===== config.mk =====
export PLATFORM = sky130hd
export DESIGN_NAME = lcs_clock_source_prescaler
export DESIGN_NICKNAME = d
export VERILOG_FILES = /design/src/pkg/lcs_pkg.sv /design/src/core/lcs_clock_source_prescaler.sv /design/src/core/lcs_edge_sync.sv
export SDC_FILE = /design/constraint.sdc
export NUM_CORES = 1
export LEC_CHECK = 0
export ABC_AREA = 0
export BUFFER_PORTS_ARGS = -buffer_cell sky130_fd_sc_hd__clkbuf_2
export CORE_AREA = 2 2 45 47
export DETAILED_ROUTE_END_ITERATION = 6
export DIE_AREA = 0 0 47 49
export PLACE_DENSITY = 0.79
export SLEW_MARGIN = 20
export SYNTH_ARGS = -nofsm -noshare
export SYNTH_HDL_FRONTEND = slang
export SYNTH_SLANG_ARGS = --single-unit

===== constraint.sdc =====
create_clock -name clk_sys -period 3.56 [get_ports clk_sys]
set_input_delay 0.356 -clock clk_sys [delete_from_list [all_inputs] [get_ports clk_sys]]
set_output_delay 0.356 -clock clk_sys [all_outputs]
set_load 0.02 [all_outputs]

===== src/pkg/lcs_pkg.sv =====
// lcs_pkg: constants and carrier types for the lcd clock source and prescaler
// assumes a single 100 MHz system clock domain
package lcs_pkg;
  localparam int unsigned CLK_HZ = 100000000;
  localparam int unsigned SYS_DIV = 256;
  localparam int unsigned SYS_DIV_W = 8;
  localparam int unsigned PRESCALE_W = 4;
  localparam logic [1:0] SRC_SYS = 2'h0;
  localparam logic [1:0] SRC_SEC = 2'h1;
  localparam logic [3:0] PRESCALE_RST = 4'h0;
  localparam logic [1:0] SRC_RST = 2'h0;

  typedef struct packed {
    logic [1:0] lcd_clock_source_select;
    logic [3:0] lcd_prescale_select;
  } lcs_cfg_t;

  typedef struct packed {
    logic lcd_clk_tick;
    logic lcd_clk_level;
  } lcs_out_t;
endpackage : lcs_pkg


===== src/core/lcs_clock_source_prescaler.sv =====
// lcs_clock_source_prescaler: lcd clock source select and 4-bit prescaler
// assumes oscillator inputs are asynchronous pins slower than clk_sys/4
//
// Notes on behaviour
// system clock divided by fixed 256 is one source, not changeable
// two-bit source select field chooses among three clock sources
// software enables the secondary oscillator before selecting it
// 31 kHz low-frequency internal oscillator is the third source
// oscillator sources keep the lcd clock running during processor sleep
// selected clock divided by 4-bit prescaler counter set by select field
// prescaler counter is never visible or writable from outside
// prescale ratios 1:1 to 1:16 chosen by the select field
// select value n divides by n plus one
// 00 system, 01 secondary crystal, 10 or 11 low-frequency oscillator
`timescale 1ns/1ns
`default_nettype none
module lcs_clock_source_prescaler #(
  parameter int unsigned SYS_DIV = lcs_pkg::SYS_DIV
) (
  input wire logic clk_sys,
  input wire logic rstn,
  input wire logic sleep_mode,
  input wire logic secondary_crystal_osc,
  input wire logic secondary_osc_enable,
  input wire logic low_freq_internal_osc,
  input wire lcs_pkg::lcs_cfg_t cfg,
  output lcs_pkg::lcs_out_t lcd_out
);
  // the free-running counter wraps at 2**SYS_DIV_W, so no other ratio can be served
  if (SYS_DIV != (1 << lcs_pkg::SYS_DIV_W))
  begin : g_bad_sys_div
    $error("system divider must equal the counter wrap");
  end

  typedef struct packed {
    logic [lcs_pkg::SYS_DIV_W-1:0] sys_cnt;
    logic [lcs_pkg::PRESCALE_W-1:0] pre_cnt;
    logic tick;
    logic level;
  } lcs_state_t;

  lcs_state_t st_reg;
  lcs_state_t st_next;
  logic sec_rise;
  logic lfo_rise;
  logic src_tick;
  logic sys_tick;

  function automatic logic pick_source(input logic [1:0] sel, input logic s, input logic c, input logic l);
    case (sel)
      lcs_pkg::SRC_SYS: pick_source = s;
      lcs_pkg::SRC_SEC: pick_source = c;
      default: pick_source = l;
    endcase
  endfunction : pick_source

  lcs_edge_sync u_sec (
    .clk_sys(clk_sys),
    .rstn(rstn),
    .pin_in(secondary_crystal_osc),
    .rise(sec_rise)
  );

  lcs_edge_sync u_lfo (
    .clk_sys(clk_sys),
    .rstn(rstn),
    .pin_in(low_freq_internal_osc),
    .rise(lfo_rise)
  );

  // system source stops in sleep; oscillator sources keep running
  assign sys_tick = (st_reg.sys_cnt == lcs_pkg::SYS_DIV_W'(SYS_DIV - 1)) & ~sleep_mode;
  assign src_tick = pick_source(cfg.lcd_clock_source_select, sys_tick,
                                sec_rise & secondary_osc_enable, lfo_rise);

  always_comb
  begin
    st_next = st_reg;
    st_next.tick = 1'b0;
    if (!sleep_mode)
    begin
      st_next.sys_cnt = st_reg.sys_cnt + 1'b1;
    end
    if (src_tick)
    begin
      if (st_reg.pre_cnt >= cfg.lcd_prescale_select)
      begin
        st_next.pre_cnt = '0;
        st_next.tick = 1'b1;
        st_next.level = ~st_reg.level;
      end
      else
      begin
        st_next.pre_cnt = st_reg.pre_cnt + 1'b1;
      end
    end
  end

  always_ff @(posedge clk_sys or negedge rstn)
  begin
    if (!rstn)
    begin
      st_reg <= '0;
    end
    else
    begin
      st_reg <= st_next;
    end
  end

  // counter itself has no port; only tick and level leave the block
  assign lcd_out.lcd_clk_tick = st_reg.tick;
  assign lcd_out.lcd_clk_level = st_reg.level;

  // helper: source ticks since last output tick
  logic [4:0] src_seen_reg;
  always_ff @(posedge clk_sys or negedge rstn)
  begin
    if (!rstn)
    begin
      src_seen_reg <= 5'h00;
    end
    else if (st_reg.tick)
    begin
      src_seen_reg <= {4'h0, src_tick};
    end
    else if (src_tick)
    begin
      src_seen_reg <= src_seen_reg + 5'h01;
    end
  end

  property p_sys_period;
    @(posedge clk_sys) disable iff (!rstn)
    (sys_tick && !sleep_mode) |-> ##1 (!sys_tick || sleep_mode) [*8];
  endproperty
  a_sys_period: assert property (p_sys_period) else $error("system tick repeats too soon");

  property p_tick_follows_src;
    @(posedge clk_sys) disable iff (!rstn)
    st_reg.tick |-> $past(src_tick);
  endproperty
  a_tick_follows_src: assert property (p_tick_follows_src) else $error("output tick without source tick");

  property p_sec_gated;
    @(posedge clk_sys) disable iff (!rstn)
    (cfg.lcd_clock_source_select == lcs_pkg::SRC_SEC && !secondary_osc_enable) |-> !src_tick;
  endproperty
  a_sec_gated: assert property (p_sec_gated) else $error("secondary source ticks while disabled");

  property p_lfo_select;
    @(posedge clk_sys) disable iff (!rstn)
    (cfg.lcd_clock_source_select[1]) |-> (src_tick == lfo_rise);
  endproperty
  a_lfo_select: assert property (p_lfo_select) else $error("low-frequency source not routed");

  property p_sleep_runs;
    @(posedge clk_sys) disable iff (!rstn)
    (sleep_mode && cfg.lcd_clock_source_select[1] && lfo_rise) |-> (src_tick);
  endproperty
  a_sleep_runs: assert property (p_sleep_runs) else $error("oscillator source stopped in sleep");

  property p_sleep_sys_stops;
    @(posedge clk_sys) disable iff (!rstn)
    sleep_mode |-> !sys_tick ##1 $stable(st_reg.sys_cnt);
  endproperty
  a_sleep_sys_stops: assert property (p_sleep_sys_stops) else $error("system source runs in sleep");

  // src_seen_reg still holds the completed count in the cycle that shows the tick
  property p_ratio;
    @(posedge clk_sys) disable iff (!rstn)
    (st_reg.tick && $stable(cfg)) |-> (src_seen_reg == {1'b0, cfg.lcd_prescale_select} + 5'h01);
  endproperty
  a_ratio: assert property (p_ratio) else $error("prescale ratio wrong");

  property p_one_to_one;
    @(posedge clk_sys) disable iff (!rstn)
    (cfg.lcd_prescale_select == 4'h0 && src_tick) |=> st_reg.tick;
  endproperty
  a_one_to_one: assert property (p_one_to_one) else $error("ratio 1:1 not passing clock");

  property p_level_toggle;
    @(posedge clk_sys) disable iff (!rstn)
    st_reg.tick |-> (st_reg.level != $past(st_reg.level));
  endproperty
  a_level_toggle: assert property (p_level_toggle) else $error("level did not toggle");

  // counter stepping and hold checks, then secondary-in-sleep and system routing checks
  property p_sys_count;
    @(posedge clk_sys) disable iff (!rstn)
    !sleep_mode |=> (st_reg.sys_cnt == $past(st_reg.sys_cnt) + 1'b1);
  endproperty
  a_sys_count: assert property (p_sys_count) else $error("system divider did not step");

  property p_pre_hold;
    @(posedge clk_sys) disable iff (!rstn)
    !src_tick |=> ($stable(st_reg.pre_cnt) && $stable(st_reg.level) && !st_reg.tick);
  endproperty
  a_pre_hold: assert property (p_pre_hold) else $error("prescaler moved without source tick");

  property p_pre_count;
    @(posedge clk_sys) disable iff (!rstn)
    (src_tick && st_reg.pre_cnt < cfg.lcd_prescale_select) |=> (st_reg.pre_cnt == $past(st_reg.pre_cnt) + 1'b1 && !st_reg.tick);
  endproperty
  a_pre_count: assert property (p_pre_count) else $error("prescaler did not count up");

  property p_sec_runs;
    @(posedge clk_sys) disable iff (!rstn)
    (sleep_mode && cfg.lcd_clock_source_select == lcs_pkg::SRC_SEC && secondary_osc_enable && sec_rise) |-> src_tick;
  endproperty
  a_sec_runs: assert property (p_sec_runs) else $error("secondary source stopped in sleep");

  property p_sys_select;
    @(posedge clk_sys) disable iff (!rstn)
    (cfg.lcd_clock_source_select == lcs_pkg::SRC_SYS) |-> (src_tick == sys_tick);
  endproperty
  a_sys_select: assert property (p_sys_select) else $error("system source not routed");

  c_sys: cover property (@(posedge clk_sys) disable iff (!rstn)
    st_reg.tick && cfg.lcd_clock_source_select == lcs_pkg::SRC_SYS);
  c_sec: cover property (@(posedge clk_sys) disable iff (!rstn)
    st_reg.tick && cfg.lcd_clock_source_select == lcs_pkg::SRC_SEC);
  c_lfo_sleep: cover property (@(posedge clk_sys) disable iff (!rstn)
    st_reg.tick && sleep_mode && cfg.lcd_clock_source_select[1]);
  c_div16: cover property (@(posedge clk_sys) disable iff (!rstn)
    st_reg.tick && cfg.lcd_prescale_select == 4'hf);
endmodule : lcs_clock_source_prescaler
`default_nettype wire


===== src/core/lcs_edge_sync.sv =====
// lcs_edge_sync: two-flop synchroniser plus rising-edge detect for an oscillator pin
// assumes the pin is slow compared with clk_sys
`timescale 1ns/1ns
`default_nettype none
module lcs_edge_sync (
  input wire logic clk_sys,
  input wire logic rstn,
  input wire logic pin_in,
  output logic rise
);
  typedef struct packed {
    logic s1;
    logic s2;
    logic s3;
    logic rise;
  } lcs_sync_t;

  lcs_sync_t st_reg;
  lcs_sync_t st_next;

  always_comb
  begin
    st_next = st_reg;
    st_next.s1 = pin_in;
    st_next.s2 = st_reg.s1;
    st_next.s3 = st_reg.s2;
    st_next.rise = st_reg.s2 & ~st_reg.s3;
  end

  always_ff @(posedge clk_sys or negedge rstn)
  begin
    if (!rstn)
    begin
      st_reg <= '0;
    end
    else
    begin
      st_reg <= st_next;
    end
  end

  assign rise = st_reg.rise;
endmodule : lcs_edge_sync
`default_nettype wire


# Word-level counts from Yosys, hierarchy flattened
# Index checks and enable logic that the tools add are counted.
# totals
reg_bits,22
in_bits,12
out_inout_bits,2
elab_cells,31
# classes
add_sub_neg,2
n_lt_le_gt_ge,1
n_eq_ne,2
muxes,4
bitwise_logic,8
reduce_logical,2
# ops
cell,n
adder 8 x 1 -> 8 bit (second input constant),1
== test 8 bit (second input constant),1
adder 4 x 1 -> 4 bit (second input constant),1
AND 1 bit,4
>= comparator 4 bit,1
2-to-1 mux 2 bit,2
2-to-1 mux 4 bit,1
inverter 1 bit,4
== test 2 x 1 -> 1 bit (second input constant),1
logical NOT 2 bit,1
case mux 1 bit (2 select lines),1
AND reduction 2 bit,1

# Longest topological paths before layout
# Gate-level depths: netlist of the first run.
# depth
depth_word,4
mapped_depth,6
mapped_depth_nobuf,6

# By module
# From an unflattened synthesis of the first run, not the netlist that was laid out.
# hier_totals
cells_unflattened,80
hier_area_um2,1039.7
# by_module_without_submodules
mod,instances,cells_per_inst,area_each_um2,seq_area_each_um2
lcs_clock_source_prescaler,1,70,812.0,350.3
lcs_edge_sync,2,5,113.9,100.1

# Least setup slack after synthesis of the first run
# Ideal clock, no wire load.
# synth_timing
path_kind,register to register
from,register st_reg[2] in the netlist's numbering
to,register st_reg[4] in the netlist's numbering
setup_time_ns,0.087
t_arrival_ns,1.608
required_time_ns,3.473
slack_ns,1.866
stages_incl_launch_ff,7
n_path_buf,0
period_less_slack_ns,1.694
cell_sequence,dfrtp_1 > inv_1 > ha_1 > nand2b_1 > a2111oi_4 > o22ai_1 > o211ai_1
# synth_between
elab_chain_len,2
elab_cells_between_ends,3
classes_between,add/sub (1); order compare (1); mux (1)
# synth_lines
item,line,rtl
start: declaration,lcs_clock_source_prescaler.sv:42,lcs_state_t st_reg;
start signal: assignment,lcs_clock_source_prescaler.sv:107,st_reg <= st_next;
adder 4 x 1 -> 4 bit / >= comparator 4 bit (equally long branches),"lcs_clock_source_prescaler.sv:94, lcs_clock_source_prescaler.sv:86",
2-to-1 mux 4 bit (*),lcs_clock_source_prescaler.sv:86,if (st_reg.pre_cnt >= cfg.lcd_prescale_select)
# Every way passes the cells marked *; elsewhere a longest branch is shown, timed or not.
# A chain may end at the register's enable or synchronous reset.

# Final worst setup path of the first run
# Ends and elaborated chain as after synthesis.

==> run metrics, run 1 <==
highest clock rate=530 MHz; CP Capture Type=register; share of cells above drive strength 1=0.263; DRC viols=0; Clock Skew=6.12 ps; outcome=completed; Slowest-stage cell, CP=a2111oi_4; max_slew headroom=0.647; Die X=47 µm; fillers=172; CTS tree=yes; DR WL/cell=12.4 µm; # clock sinks=22; most common cell in the netlist=dfrtp_1; num rows=16; top cell type's share of synthesized area=0.537; Max stage delay on crit path=520 ps; first-pass iteration count of the detailed router=4; Worst Hold Class=in2async; power consumption=0.000806 W; largest net degree at the start of global routing=23; register area share after synthesis=0.537; H-tree depth=1; top_reg_cell synth=dfrtp_1; clk buf depth=2; Mean Syn Cell Area=12.8 µm²; post-CTS setup buffer count=0; I/O pins=14; gpl congestion=0.917; Yosys top cell by area=dfrtp_1; RSZ-0062 raised after global routing=no; max reg flops=12; Hold WS=0.0723 ps; Worst-path clk slew=120 ps; Die Ht=49 µm; Final Routed Wirelength=1510 µm; final period utilization=0.530; Finished Core Util=0.630; PortBufs=13; Worst VDD drop=0.504 mV; Netlist cell types=27; synthesized flop and latch total=22; Worst Path Required=3790 ps; Setup Viol. Count Final=0; syn_nets=98; Final Hold Viols=0; pwr dens=694 nW/µm²; vias post-DR=652; # Max-Cap Violations=0; ys async rst share=1.00; Skew-Pair Late Insertion Delay=300 ps; Post-Synthesis Cells=80; ant diodes=0; number of global-route vias before repair=600; initial antenna violation count=0; WP data arrival=2120 ps; Slew @ Worst Pin=530 ps; Setup TNS=0 ps; Final Max Slew Viols=0; Total GRT Usage=0.150; Startpoint Class=register; synth cell count leaders=dfrtp_1 (22), nand3_1 (9), ha_1 (6); GRT overflow=0; Root Buffer=clkbuf_4; cells along the critical path=inv_1, ha_1, nand2b_1, a2111oi_4, o22ai_1, o211ai_1; Final Instance Area=1160 µm²; Crit path max-delay family=compound AO/OA/AOI/OAI gates; area of the core=1840 µm²; post-layout min period=1890 ps; Leak=0.543 nW; detailed placement HPWL=1150 µm; fin nets=114; CTS resizes=0; Buf/Inv on CP=1; Synth Cell Area=1020 µm²; Post-synth EDFFs=0; Placed Area=1110 µm²; top cells by area, synth=dfrtp_1 (54%), ha_1 (7.3%), nand3_1 (4.4%); DR vias/cell=5.34; area growth from synthesis to layout=13.3%; Final ANT Viol Nets=0; synth warn=0; WS Path Type=reg2reg; first-pass GRT wire length=2440 µm; Die ar.=2300 µm²; CP max FO=6; CTS Hold Bufs=0; cts bufs inserted=3; initial drt markers=7; Initial Utilization=0.556
## path summary, 6_finish.rpt
path / start / to / slack [ps] / cells after the start
min reg2reg: u_lfo.st_next[2]$_DFF_PN0_ / u_lfo.st_next[1]$_DFF_PN0_ / 370 / 0
min in group clk_sys: secondary_crystal_osc / u_sec.st_next[2]$_DFF_PN0_ / 140 / 1
max in group asynchronous: rstn / st_reg[6]$_DFFE_PN0N_ / 3200 / 1
max: st_reg[2]$_DFFE_PN0P_ / st_reg[4]$_DFFE_PN0P_ / 1670 / 6
min: rstn / st_reg[2]$_DFFE_PN0P_ / 0.07 / 1
max reg2reg: st_reg[2]$_DFFE_PN0P_ / st_reg[4]$_DFFE_PN0P_ / 1670 / 6
## per-layer routing
layer | part of all wire | track usage
met1 | 0.43 | 0.198
met2 | 0.51 | 0.224
met3 | 0.025 | 0.0222
met4 | 0.031 | 0.0972
met5 | 0 | 0
## placed cells by master (no fill, tap or decap), types with 2 or more instances in the layout
cell type | Yosys | layout
o221ai_1 | 2 | 2
nand2b_1 | 3 | 3
nand3_1 | 9 | 9
dfrtp_1 | 22 | 22
clkbuf_4 | 0 | 3
a21oi_1 | 2 | 2
o211ai_1 | 2 | 2
nor2b_1 | 3 | 3
clkbuf_2 | 0 | 13
ha_1 | 6 | 6
inv_1 | 4 | 4
xnor2_1 | 5 | 5
o21ai_0 | 2 | 2
and4bb_2 | 2 | 2
xor2_1 | 3 | 3
## per-stage QoR
stage	cells	worst slack (ps)
after floorplan	80	1870
after global placement	118	1780
after detailed placement	118	1710
after CTS	122	1680
after global routing	122	1570
final	122	1670
## kinds of logic (layout without fill, tap and decap cells)
group / count (synthesis) / count (layout) / synth area share
buffers and inverters: 6 / 21 / 0.0293
flip-flops: 22 / 22 / 0.537
adder cells (fa/ha/maj): 6 / 6 / 0.0733
multiplexers: 1 / 1 / 0.0110
AND/OR/NAND/NOR: 25 / 25 / 0.177
AO/OA/AOI/OAI: 12 / 12 / 0.104
XOR/XNOR: 8 / 8 / 0.0684
## cell type report
| type | count | area (µm²) | area share |
|---|---|---|---|
| Clock buffer | 3 | 22.5 | 0.0194 |
| Multi-Input combinational cell | 52 | 444 | 0.383 |
| Clock inverter | 1 | 30.0 | 0.0259 |
| Inverter | 4 | 15.0 | 0.0129 |
| Timing Repair Buffer | 13 | 65.1 | 0.0560 |
| Tap cell | 27 | 33.8 | 0.0291 |
| Sequential cell | 22 | 551 | 0.474 |
## where the power goes
| group | switching (W) | internal [W] |
|---|---|---|
| registers | 0.0000795 | 0.000321 |
| logic | 0.000110 | 0.000110 |
| clock network | 0.0000725 | 0.000114 |
| total | 0.000262 | 0.000544 |
Power figures use the tool's default switching activity.
==> run 2, diff against run 1 <==
Settings changed: CORE_AREA 2 2 45 47 to 2 2 49 51, DIE_AREA 0 0 47 49 to 0 0 51 53, PLACE_DENSITY 0.79 to 0.7.
Clock period 3.56 ns to 1.7 ns, I/O delays scaled along.
==> run 2 against run 1 <==
The run now ends with setup timing left. Critical path type unchanged. Clock power is 49% higher. Combinational power grew to 3.0 times the previous value. Sequential share of layout area is 4.0 points lower. Global-route usage is 0.77 points lower. Register-to-register slack worse by 1700 ps. Wire length is 10% higher. Hold slack better by 110 ps. Largest cell class unchanged. First-iteration DRC count is 100% higher. Largest power group unchanged.
==> run metrics, run 2 (synthesis gave the netlist of run 1 again) <==
outcome=finished, violations left; failing checks=setup timing; Final Hold Viols=0 (unchanged); highest clock rate=580 MHz (+9.4%); num rows=17 (+1); Int Pwr=0.00117 W (+110%); Non-Filler Instances=134 (+9.8%); # Max-Cap Violations=0 (unchanged); initial antenna violation count=0 (unchanged); PortBufs=13 (unchanged); ant diodes=0 (unchanged); worst r2r path cells=7 (+1); largest net degree at the start of global routing=23 (unchanged); CP max FO=3 (-3); H-tree depth=1 (unchanged); switching share of power=0.338 (+0.0134); Slew @ Worst Pin=522 ps (-8.34 ps); Final WS setup=-23.6 ps (-1700 ps); Worst Path Required=1890 ps (-1900 ps); Initial Utilization=0.477 (-0.0794); vias post-DR=673 (+3.2%); cts bufs inserted=3 (unchanged); max reg flops=12 (unchanged); Worst Hold Class=in2reg; Skew-Pair Late Insertion Delay=300 ps (about the same); CTS tree=yes; detailed placement HPWL=1130 µm (-1.9%); max_slew headroom=0.652 (+0.00556); number of global-route vias before repair=664 (+11%); CP Capture Type=register; # clock sinks=22 (unchanged); placed insts=121 (+2.5%); fillers=183 (+6.4%); worst flop-to-flop path startpoint=st_reg[2]$_DFFE_PN0P_; Total GRT Usage=0.143 (-0.00772); commonest non-fill, non-tap cell in the layout=dfrtp_1; Combinational Power Share=0.372 (+0.100); RSZ-0062 raised after global routing=yes; Slowest-stage cell, CP=dfrtp_1; Final Max Slew Viols=0 (unchanged); clk buf depth=2 (unchanged); r2r setup slk=-20 ps (-1700 ps); GRT overflow=0 (unchanged); Worst VDD drop=0.874 mV (+73%); Clock Skew=8.23 ps (+2.11 ps); DRC viols=0 (unchanged); area growth from synthesis to layout=23.7%; Flop pwr share=0.470 (-0.026); Die X=51 µm (+8.5%); start point of the critical path=st_reg[2]$_DFFE_PN0P_; fin nets=125 (+9.6%); Startpoint Class=register; first-pass GRT wire length=2860 µm (+17%); Die Ht=53 µm (+8.2%); area of the core=2150 µm² (+17%); I/O pins=14 (unchanged); Setup Viol. Count Final=1 (+1); Die ar.=2700 µm² (+17%); post-layout min period=1720 ps (-162 ps); commonest cells after routing, fill and taps aside=dfrtp_1 (22), clkbuf_2 (13), nand3_1 (9), buf_4 (8); Final ANT Viol Nets=0 (unchanged); DR WL/cell=12.4 µm (+0.47%); WP data arrival=1910 ps (-210 ps); Root Buffer=clkbuf_4; gpl congestion=0.820 (-11%); DR vias/cell=5.02 (-6.0%); Final Routed Wirelength=1660 µm (+10%); Max stage delay on crit path=410 ps (-110 ps); cells along the critical path=inv_2, ha_4, nand2b_4, a2111oi_4, buf_4, a211oi_4, xor2_1; WS Path Type=reg2reg; pwr dens=1390 nW/µm² (+100%); r2r endpoint=lcd_out[0]$_DFFE_PN0P_; Setup crit end=lcd_out[0]$_DFFE_PN0P_; initial drt markers=14 (+7); final period utilization=1.01 (+0.484); Leak=0.595 nW (+9.6%); Clock power frac=0.158 (-0.073); total net switching power=0.000596 W (+130%); first-pass iteration count of the detailed router=4 (unchanged); Worst-path clk slew=120 ps (about the same); share of cells above drive strength 1=0.349 (+0.0859); power consumption=0.00176 W (+120%)
==> run 2: what timing repair did <==
item | 4_1_cts | 5_1_grt
setup endpoints to repair | 5 | 5
buffers inserted | 3 | 3
hold endpoints to repair | 24 | 0
hold buffers | 3 | 0
pin swaps | 1 | 5
resized for setup | 0 | 5
==> run 2: final cells by class <==
cell class	instances	area, µm²	area share
Tap cell	28	35.0	0.0276
Clock buffer	4	36.3	0.0286
Inverter	4	15.0	0.0118
Timing Repair Buffer	24	155	0.122
Multi-Input combinational cell	52	475	0.375
Sequential cell	22	551	0.434
==> run 2: worst min path at each step <==
stage,start,endpoint,depth (start not counted)
3_3_place_gp,rstn,st_reg[7]$_DFFE_PN0N_,1
3_5_place_dp,rstn,st_reg[6]$_DFFE_PN0N_,1
4_1_cts,sleep_mode,st_reg[6]$_DFFE_PN0N_,2
6_report,sleep_mode,st_reg[6]$_DFFE_PN0N_,2
5_1_grt,sleep_mode,st_reg[6]$_DFFE_PN0N_,2
2_1_floorplan,rstn,lcd_out[0]$_DFFE_PN0P_,0
==> run 2: power by group through the flow <==
stage / Sequential, W / Combinational [W] / Clock (W)
2_1_floorplan: 0.000809 / 0.000386 / 0
3_3_place_gp: 0.000829 / 0.000476 / 0
3_5_place_dp: 0.000839 / 0.000499 / 0
4_1_cts: 0.000829 / 0.000549 / 0.000290
5_1_grt: 0.000855 / 0.000734 / 0.000301
6_report: 0.000828 / 0.000655 / 0.000278
==> run 2: through the flow <==
step                 util  worst slack (ps)  TNS [ps]  area (µm²)  hold slack, ps
floorplan               -              5.58         0        1020            -126
global placement    0.524              14.0         0        1120             169
detailed placement  0.524             -48.8     -81.7        1120             179
CTS                 0.565              8.70         0        1210             103
global route        0.590             -99.6      -156        1270             103
finish              0.590             -23.6     -23.6        1270             107
==> run 2: critical path, delay by kind of cell (launching register included) <==
| family | cells | cell delay, ps |
|---|---|---|
| flops | 1 | 410 |
| simple gates | 1 | 140 |
| compound gates | 2 | 430 |
| xor+xnor | 1 | 170 |
| buf+inv | 2 | 270 |
| fa+ha+maj | 1 | 190 |
==> run 2: layer usage <==
metal | vias up | global-route usage | wire (µm)
met1 | 316 | 0.189 | 744
met4 | 0 | 0.0676 | 17
met2 | 15 | 0.229 | 836
met3 | 2 | 0.0226 | 65
met5 | - | 0 | 0
li1 | 340 | - | -
